===== config.mk =====
export PLATFORM = sky130hd
export DESIGN_NAME = pps_top
export DESIGN_NICKNAME = d
export VERILOG_FILES = /design/src/pps_pkg.sv /design/src/pps_top.sv
export VERILOG_INCLUDE_DIRS = /design/src
export SDC_FILE = /design/constraint.sdc
export NUM_CORES = 1
export LEC_CHECK = 0
export BUFFER_PORTS_ARGS = -buffer_cell sky130_fd_sc_hd__buf_2
export CORE_AREA = 2 2 133 122
export CTS_CLUSTER_SIZE = 30
export DETAILED_ROUTE_END_ITERATION = 10
export DIE_AREA = 0 0 135 124
export PLACE_DENSITY = 0.53
export SYNTH_ARGS = -nofsm -noshare
export SYNTH_HDL_FRONTEND = slang
export SYNTH_SLANG_ARGS = --single-unit

===== constraint.sdc =====
create_clock -name REF_CLK_IN -period 1.98 [get_ports REF_CLK_IN]
set_clock_uncertainty 0.05 [all_clocks]
set_input_delay 0.198 -clock REF_CLK_IN [delete_from_list [all_inputs] [get_ports REF_CLK_IN]]
set_output_delay 0.198 -clock REF_CLK_IN [all_outputs]
set_load 0.01 [all_outputs]

===== src/pps_defs.svh =====
// timing and encoding constants for the psu protection status logic
`ifndef PPS_DEFS_SVH
`define PPS_DEFS_SVH
`define PPS_CLK_HZ 100000000
`define PPS_MAIN_RETRY_MS 1000
`define PPS_SBY_RETRY_MS 2000
`define PPS_BLINK_MS 500
`define PPS_MAX_ATTEMPTS 3'h5
`define PPS_CNT_W 28
`endif


===== src/pps_pkg.sv =====
// types shared by the psu protection status logic
`default_nettype none
package pps_pkg;
    // input voltage range classes from the input monitor
    typedef enum logic [1:0] {
        PPS_VIN_OK,
        PPS_VIN_WARN,
        PPS_VIN_BAD
    } pps_vin_t;
    // output indicator modes
    typedef enum logic [2:0] {
        PPS_LED_OFF,
        PPS_LED_GREEN,
        PPS_LED_GREEN_BLINK,
        PPS_LED_AMBER_BLINK,
        PPS_LED_AMBER
    } pps_led_t;
    // analog comparator results, all active high
    typedef struct packed {
        logic main_oc;
        logic sby_oc;
        logic temp_shut;
        logic temp_recover;
        logic temp_warn;
        logic warn_other;
        logic fault_other;
    } pps_sense_t;
    // per-led drive pair
    typedef struct packed {
        logic green;
        logic amber;
    } pps_drive_t;
endpackage : pps_pkg
`default_nettype wire


===== src/pps_top.sv =====
// fault supervision and status indicator logic of the power module
`include "pps_defs.svh"
`default_nettype none
// How it works
// - shut down at 75C, recover 4C lower
// - warn at 65C without shutting down
// - main overcurrent shuts main output down
// - main restarts after 1 s, retrips
// - latch clears on enable toggle or repower
// - standby overcurrent shuts standby output down
// - standby retries every 2 s forever
// - input led solid green when normal
// - input led blinks green in warn range
// - input led off when out of range
// - output led green when both outputs on
// - output led blinks green standby only
// - output led blinks amber on warning
// - output led solid amber on fault
// - alert and led warning or fault together
// - main enabled only while enable held low
module pps_top
    import pps_pkg::*;
(
    input wire logic REF_CLK_IN,
    input wire logic ARST_N_IN,
    input wire logic CLK_EN_IN,
    input wire logic MAIN_OUTPUT_ENABLE_N_IN,
    input wire pps_sense_t SENSE_IN,
    input wire pps_vin_t VIN_CLASS_IN,
    output logic MAIN_ON_OUT,
    output logic SBY_ON_OUT,
    output logic MAIN_LATCHED_OUT,
    output logic ALERT_OUT_N,
    output pps_drive_t IN_LED_OUT,
    output pps_drive_t OUT_LED_OUT
);
    // cycle counts derived from the millisecond figures
    localparam int unsigned CYC_PER_MS = `PPS_CLK_HZ / 1000;
    localparam logic [`PPS_CNT_W-1:0] MAIN_WAIT =
        `PPS_CNT_W'(`PPS_MAIN_RETRY_MS * CYC_PER_MS - 1);
    localparam logic [`PPS_CNT_W-1:0] SBY_WAIT =
        `PPS_CNT_W'(`PPS_SBY_RETRY_MS * CYC_PER_MS - 1);
    localparam logic [`PPS_CNT_W-1:0] BLINK_HALF =
        `PPS_CNT_W'(`PPS_BLINK_MS * CYC_PER_MS - 1);

    // two-stage synchronisers for the sense, range and enable inputs, one per bit
    localparam int SW = $bits(pps_sense_t) + $bits(pps_vin_t) + 1;
    logic [SW-1:0] raw_in;
    logic [SW-1:0] sync1_reg;
    logic [SW-1:0] sync2_reg;
    assign raw_in = {SENSE_IN, VIN_CLASS_IN, MAIN_OUTPUT_ENABLE_N_IN};
    genvar gi;
    generate
        for (gi = 0; gi < SW; gi++) begin : g_sync
            // first stage feeds only the second stage
            always_ff @(posedge REF_CLK_IN or negedge ARST_N_IN) begin
                if (!ARST_N_IN) begin
                    sync1_reg[gi] <= (gi == 0);
                    sync2_reg[gi] <= (gi == 0);
                end else if (CLK_EN_IN) begin
                    sync1_reg[gi] <= raw_in[gi];
                    sync2_reg[gi] <= sync1_reg[gi];
                end
            end
        end
    endgenerate

    // named views of synchronised inputs
    pps_sense_t sense;
    pps_vin_t vin;
    wire enable_n = sync2_reg[0];
    assign vin = pps_vin_t'(sync2_reg[2:1]);
    assign sense = pps_sense_t'(sync2_reg[SW-1:3]);

    // enable edge detect, previous sample
    logic enable_n_reg;
    // rising edge of the enable pin means host released the output
    wire enable_toggle = enable_n & ~enable_n_reg;

    // over-temperature shutdown with hysteresis
    logic ot_reg;
    logic ot_next;
    // shut at trip point, stay off until the lower recovery point
    assign ot_next = sense.temp_shut ? 1'b1 :
                     (sense.temp_recover ? 1'b0 : ot_reg);

    // main output supervisor states
    typedef enum logic [1:0] {
        M_RUN,
        M_WAIT,
        M_LATCH
    } pps_main_st_t;
    pps_main_st_t main_st_reg;
    pps_main_st_t main_st_next;
    logic [`PPS_CNT_W-1:0] main_cnt_reg;
    logic [`PPS_CNT_W-1:0] main_cnt_next;
    logic [2:0] tries_reg;
    logic [2:0] tries_next;
    // the main output is only allowed while the host holds enable low
    wire main_allowed = ~enable_n & ~ot_reg;

    always_comb begin
        main_st_next = main_st_reg;
        main_cnt_next = main_cnt_reg;
        tries_next = tries_reg;
        unique case (main_st_reg)
            M_RUN: begin
                if (sense.main_oc && main_allowed) begin
                    main_st_next = M_WAIT;
                    main_cnt_next = '0;
                    if (tries_reg == `PPS_MAX_ATTEMPTS) begin
                        main_st_next = M_LATCH;
                    end
                end else if (!main_allowed) begin
                    // clean restart after disable forgets old attempts
                    tries_next = '0;
                end
            end
            M_WAIT: begin
                if (main_cnt_reg == MAIN_WAIT) begin
                    main_st_next = M_RUN;
                    tries_next = tries_reg + 3'h1;
                end else begin
                    main_cnt_next = main_cnt_reg + 1'b1;
                end
            end
            M_LATCH: begin
                // only a host enable toggle clears it; repower is reset
                if (enable_toggle) begin
                    main_st_next = M_RUN;
                    tries_next = '0;
                end
            end
            default: main_st_next = M_RUN;
        endcase
    end

    // standby retry timer, never latches
    logic sby_off_reg;
    logic sby_off_next;
    logic [`PPS_CNT_W-1:0] sby_cnt_reg;
    logic [`PPS_CNT_W-1:0] sby_cnt_next;
    assign sby_off_next = sby_off_reg ? (sby_cnt_reg != SBY_WAIT)
                                      : sense.sby_oc;
    assign sby_cnt_next = sby_off_reg ? sby_cnt_reg + 1'b1 : '0;

    // blink divider, equal on and off halves
    logic [`PPS_CNT_W-1:0] blink_cnt_reg;
    logic blink_reg;
    wire blink_wrap = blink_cnt_reg == BLINK_HALF;

    // status roll-up
    wire main_on = (main_st_reg == M_RUN) && main_allowed;
    wire sby_on = ~sby_off_reg && ~ot_reg;
    wire fault = ot_reg | sby_off_reg | (main_st_reg != M_RUN)
                 | sense.fault_other;
    wire warn = sense.temp_warn | sense.warn_other;

    // output indicator selection by priority
    pps_led_t out_mode;
    assign out_mode = fault ? PPS_LED_AMBER :
                      warn ? PPS_LED_AMBER_BLINK :
                      (main_on && sby_on) ? PPS_LED_GREEN :
                      sby_on ? PPS_LED_GREEN_BLINK :
                      PPS_LED_OFF;
    pps_drive_t out_led_next;
    pps_drive_t in_led_next;
    assign out_led_next.green = (out_mode == PPS_LED_GREEN) |
        ((out_mode == PPS_LED_GREEN_BLINK) & blink_reg);
    assign out_led_next.amber = (out_mode == PPS_LED_AMBER) |
        ((out_mode == PPS_LED_AMBER_BLINK) & blink_reg);
    // input indicator from the input range class
    assign in_led_next.green = (vin == PPS_VIN_OK) |
        ((vin == PPS_VIN_WARN) & blink_reg);
    assign in_led_next.amber = 1'b0;

    // state registers
    always_ff @(posedge REF_CLK_IN or negedge ARST_N_IN) begin
        if (!ARST_N_IN) begin
            enable_n_reg <= 1'b1;
            ot_reg <= 1'b0;
            main_st_reg <= M_RUN;
            main_cnt_reg <= '0;
            tries_reg <= '0;
            sby_off_reg <= 1'b0;
            sby_cnt_reg <= '0;
            blink_cnt_reg <= '0;
            blink_reg <= 1'b0;
        end else if (CLK_EN_IN) begin
            enable_n_reg <= enable_n;
            ot_reg <= ot_next;
            main_st_reg <= main_st_next;
            main_cnt_reg <= main_cnt_next;
            tries_reg <= tries_next;
            sby_off_reg <= sby_off_next;
            sby_cnt_reg <= sby_cnt_next;
            blink_cnt_reg <= blink_wrap ? '0 : blink_cnt_reg + 1'b1;
            blink_reg <= blink_wrap ? ~blink_reg : blink_reg;
        end
    end

    // registered outputs
    always_ff @(posedge REF_CLK_IN or negedge ARST_N_IN) begin
        if (!ARST_N_IN) begin
            MAIN_ON_OUT <= 1'b0;
            SBY_ON_OUT <= 1'b0;
            MAIN_LATCHED_OUT <= 1'b0;
            ALERT_OUT_N <= 1'b1;
            IN_LED_OUT <= '0;
            OUT_LED_OUT <= '0;
        end else if (CLK_EN_IN) begin
            MAIN_ON_OUT <= main_on;
            SBY_ON_OUT <= sby_on;
            MAIN_LATCHED_OUT <= main_st_reg == M_LATCH;
            // same cycle as the amber indicator modes
            ALERT_OUT_N <= ~(fault | warn);
            IN_LED_OUT <= in_led_next;
            OUT_LED_OUT <= out_led_next;
        end
    end
endmodule : pps_top
`default_nettype wire


* Word level (Yosys, flattened, before mapping)
Index checks and enable logic that the tools add are counted.
** Operators by class
- Add/subtract/negate cells :: 4
- Eq/ne operators :: 17
- Muxes and demuxes :: 22
- Bitwise operators :: 19
- Reduce and logical (&&, ||, !) cells :: 15
** Operators with widths (count)
- 2-to-1 mux 28 bit :: 4
- adder 28 x 1 -> 28 bit, second input constant :: 3
- one-hot mux 28 bit (2 select lines) :: 1
- equality test 28 x 26 -> 1 bit, second input constant :: 1
- equality test 28 x 27 -> 1 bit, second input constant :: 1
- inequality test 28 bit, second input constant :: 1
- 2-to-1 mux 3 bit :: 5
- 2-to-1 mux 2 bit :: 7
- inequality test 2 bit, second input constant :: 6
- one-hot mux 3 bit (3 select lines) :: 1
- bitwise OR 1 bit :: 8
- AND reduction 4 bit :: 2
- equality test 3 x 2 -> 1 bit, second input constant :: 2
- equality test 3 bit, second input constant :: 2
- inverter 1 bit :: 6
- one-hot mux 2 bit (3 select lines) :: 1
- AND reduction 6 bit :: 1
- nonzero test 2 bit :: 3
- bitwise AND 1 bit :: 5
- equality test 2 x 1 -> 1 bit, second input constant :: 2
- logical AND 1 bit :: 4
- zero test 2 bit :: 2
- AND reduction 2 bit :: 2
- adder 3 x 1 -> 3 bit, second input constant :: 1
- 4 further kinds :: 6
** Storage, ports and cells
- Register bits after elaboration :: 120
- Input port bits :: 13
- Output and inout port bits :: 8

* Depth between registers and ports, before layout
- Depth after elaboration :: 10
- Depth in mapped cells :: 7
- Depth with buffers taken out :: 6

* Worst setup path after synthesis
Ideal clock, no wire load.
- Path kind :: reg-to-reg
- Start :: register main_cnt_reg[0]
- End :: register main_cnt_reg[6]
- Arrival :: 1.890 ns
- Required time :: 1.806 ns
- Setup slack :: -0.084 ns
- Stages on the path, launching flop included :: 8
- Path buffers :: 1
- Clock period less this slack :: 2.064 ns
- Cells stage by stage :: dfrtp_1 ha_1 and4bb_2 nand4_1 o31ai_4 buf_6 nor3_1 a211o_1
** Between the ends
- Word-level cells in the longest chain between the ends :: 3
- Elaborated cells on any way between the ends :: 6
** Ends and longest elaborated chain
- start, declared :: RTL line pps_top.sv:95 : logic [`PPS_CNT_W-1:0] main_cnt_reg;
- start signal, assigned :: RTL line pps_top.sv:193 : main_cnt_reg <= main_cnt_next;
- adder 28 x 1 -> 28 bit / equality test 28 x 27 -> 1 bit (equally long branches) :: RTL line pps_top.sv:124, pps_top.sv:120
- 2-to-1 mux 28 bit / inequality test 2 bit (equally long branches)
- one-hot mux 28 bit (2 select lines) / AND reduction 4 bit (equally long branches)
Several ways; a longest one is shown, not always the timed one. The select of a mux whose other input is x is not followed.
A chain may end at the register's enable or synchronous reset.

* Worst setup path in the final report
- Start :: register blink_cnt_reg[16]
- End :: register blink_reg
** Between the ends
- Word-level cells in the longest chain between the ends :: 2
** Ends and longest elaborated chain
- start, declared :: RTL line pps_top.sv:148 : logic [`PPS_CNT_W-1:0] blink_cnt_reg;
- start signal, assigned :: RTL line pps_top.sv:197 : blink_cnt_reg <= blink_wrap ? '0 : blink_cnt_reg + 1'b1;
- equality test 28 x 26 -> 1 bit :: RTL line pps_top.sv:150 : wire blink_wrap = blink_cnt_reg == BLINK_HALF;
- AND reduction 2 bit (no line)
- end signal, assigned :: RTL line pps_top.sv:198 : blink_reg <= blink_wrap ? ~blink_reg : blink_reg;
- end, declared :: RTL line pps_top.sv:149 : logic blink_reg;
No other way between the ends.

==> results_dict.tcl <==
set metrics [dict create \
    min_path_type "primary input to flip-flop" \
    io_buffers 19 \
    dpl_cell_area_um2 6930 \
    fin_area_um2 8000 \
    n_antenna_cell 0 \
    final_cell_count_no_fill 932 \
    dieArea_um2 16700 \
    min_period_ns 2.05 \
    setup_violations 27 \
    rows 43 \
    postRouteAntennaNets 0 \
    numPlacedInstances 880 \
    grt_max_degree 121 \
    drive_gt1_share_pct 29.2 \
    cts.htree.levels 4 \
    routedWlPerCell_um 15.7 \
    multi_input_area_um2 3070 \
    hold_viol_final 0 \
    die_y_um 124 \
    first_pass_iters 5 \
    nets 735 \
    routed_wl_um 14700 \
    violations "setup timing" \
    start_kind "flip-flop" \
    crit_chain "or4b_1 > or4_4 > nor4_4 > buf_4 > buf_8 > xnor2_2" \
    slowest_stage "or4b_1" \
    yosysUniqueCellTypes 61 \
    finalCritPeriodShare_pct 104 \
    clkSlewWorstSetupHoldPaths_ns 0.06 \
    clockBufferDepth 2 \
    clk_latency_ns 0.42 \
    synth.cell_area_um2 6070 \
    ir_worst_vdd_mv 0.774 \
    route.met2.wl_um 6690 \
    top_layer "met4" \
    grt_overflow_total 0 \
    synthFlopType "dfrtp_1" \
    pre_cts_ws_ns -0.352 \
    grt_pass1_wl_um 24100 \
    endpoint_kind "flip-flop" \
    synth-async-reset-ratio_pct 100 \
    track_usage_pct 18.3 \
    crit_family "simple AND/OR/NAND/NOR gates" \
    whs_ns 0.261 \
    numCtsBuffers 17 \
    cts.sinks 120 \
    crit_type "flip-flop to flip-flop" \
    max_freq_mhz 487 \
    rsz0062_at_grt "true" \
    ios 21 \
    tightestPinTransition_ns 0.643 \
    syn_area_per_cell_um2 10.0 \
    areaGrowthSynthToFinish_pct 31.8 \
    drv_slew 0 \
    vias 5032 \
    cp.required_ns 2.27 \
    seq_area_um2 3010 \
    cp.arrival_ns 2.35 \
    synth_nets 624 \
    critPathMaxStageDelay_ns 0.52 \
    slew_headroom_pct 57.1 \
    yosys_warnings 0 \
    syn_inst 606 \
    core_um2 15300 \
    ys_seq_elements 120 \
    p_leak_nw 3.74 \
    status "finished, violations left" \
    cts_tree "yes" \
    drc 0 \
    drt_iter0_markers 396 \
    cts_root_buf "clkbuf_16" \
    path_buf_inv 2 \
    fillers 1407 \
    cp_max_fo 4 \
    hpwl_um 9590 \
    fp.dieW_um 135 \
    timing.final.ws_setup_ns -0.0720 \
    power_density_nw_per_um2 972 \
    synth_seq_area_share_pct 49.6 \
    antenna_found_initial 0 \
    route.met3.wl_um 511 \
    synth_edf_count 0 \
    start_util_pct 39.7 \
    maxCapViolations 0 \
    wl_met1_um 7230 \
    grt_pass1_vias 4946 \
    vias_per_cell 5.40 \
    gp_congestion 0.849 \
]
==> what timing repair did <==
item | 4_1_cts | 5_1_grt
hold buffers | 11 | 0
pin swaps | 3 | 19
gates resized for setup | 6 | 41
endpoints found under the setup margin | 30 | 44
setup buffers | 2 | 5
cloned | 0 | 3
hold endpoints to repair | 126 | 0
==> synthesized netlist by cell type, drive strengths merged (2+ instances only) <==
master   number  area share [%]
a211o        10             1.4
a21o          3            0.37
a21oi        14             1.2
a22o          2            0.29
a2bb2oi       2            0.29
a31oi        15             1.5
a41oi         4            0.58
and2          4            0.41
and3         25             2.6
and4          6            0.87
and4bb        2            0.41
buf          14             1.3
clkbuf       16             1.0
dfrtp       116              48
dfstp         4             1.7
ha            5             1.0
inv          15            0.93
mux2         24             4.5
mux2i         5            0.82
nand2        59             3.6
nand2b        4            0.41
nand3        33             2.7
nand4        35             3.9
nor2         50             3.1
nor2b         2            0.21
nor3         23             2.0
nor4         16             2.5
o211a         2            0.33
o21a          2            0.25
o21ai        22             1.8
o22a          2            0.29
o31ai         6            0.97
or3           6            0.62
or4           2            0.31
xnor2        11             1.6
xor2         31             4.5
==> report_power, final <==
group	internal, mW	switching, mW	total (mW)	leakage, nW
Clock	2.14	1.20	3.33	0.308
Sequential	2.71	0.208	2.92	1.56
Combinational	0.697	0.834	1.53	1.87
Total	5.54	2.24	7.78	3.74
==> tightest hold or removal path: cells and delay by family <==
family | cells | cell delay, ns
buf+inv | 2 | 0.39
mux | 1 | 0.09
==> kinds of logic after synthesis <==
logic type               Yosys count  synth area share [%]
AO/OA/AOI/OAI                     93                  10.6
XOR/XNOR                          42                  6.06
adder cells (fa/ha/maj)            5                  1.03
buffers and inverters             45                  3.30
flip-flops                       120                  49.6
multiplexers                      29                  5.28
other                              1                0.0618
AND/OR/NAND/NOR                  271                  24.1
==> final timing paths <==
check	from	to	slack, ns	cells past startpoint
hold reg to reg	blink_cnt_reg[27]	blink_cnt_reg[27]	0.42	1
hold / removal	CLK_EN_IN	blink_cnt_reg[0]	0.26	3
max in group asynchronous	ARST_N_IN	sense[4]	1.03	3
setup / recovery	blink_cnt_reg[16]	blink_reg	-0.07	6
setup reg to reg	blink_cnt_reg[16]	blink_reg	-0.07	6
min in group asynchronous	ARST_N_IN	sby_cnt_reg[20]	0.37	3
==> layout make-up <==
cell class | instances | area share (%)
Tap cell | 202 | 3.16
Sequential cell | 120 | 37.6
Inverter | 15 | 0.704
Timing Repair Buffer | 122 | 12.1
Clock buffer | 17 | 5.32
Clock inverter | 15 | 2.66
Multi-Input combinational cell | 441 | 38.4
==> metrics by stage <==
step           total power, mW  util, %  setup TNS, ns
5_1_grt                   8.17     52.4          -4.07
6_report                  7.78     52.4         -0.990
3_3_place_gp              4.21     45.4          -3.72
2_1_floorplan             3.70        -         -0.287
4_1_cts                   7.66     50.6         -0.562
3_5_place_dp              4.25     45.4          -4.29
==> layout by cell type (no fill, tap or decap), types with 5 or more instances in the layout <==
cell type,count
mux2_2,24
and4_1,5
buf_6,6
mux2i_1,5
buf_4,83
nand4_1,34
a211o_1,10
clkbuf_16,18
nor4_2,5
nand3_1,30
dfrtp_1,116
xor2_1,31
buf_2,18
nor2_1,45
nor4_1,6
inv_6,7
inv_1,15
xnor2_1,10
o21ai_0,21
nor4_4,5
a21oi_1,12
or3_1,6
nor3_1,19
and3_1,25
nand2_1,58
dlygate4sd3_1,11
a31oi_1,11
==> layer usage <==
metal,track usage (%),vias to the layer above
met1,25.1,2498
met3,4.03,17
met4,6.64,0
met2,28.5,77
met5,0,-
li1,-,2440
Power figures use the tool's default switching activity.
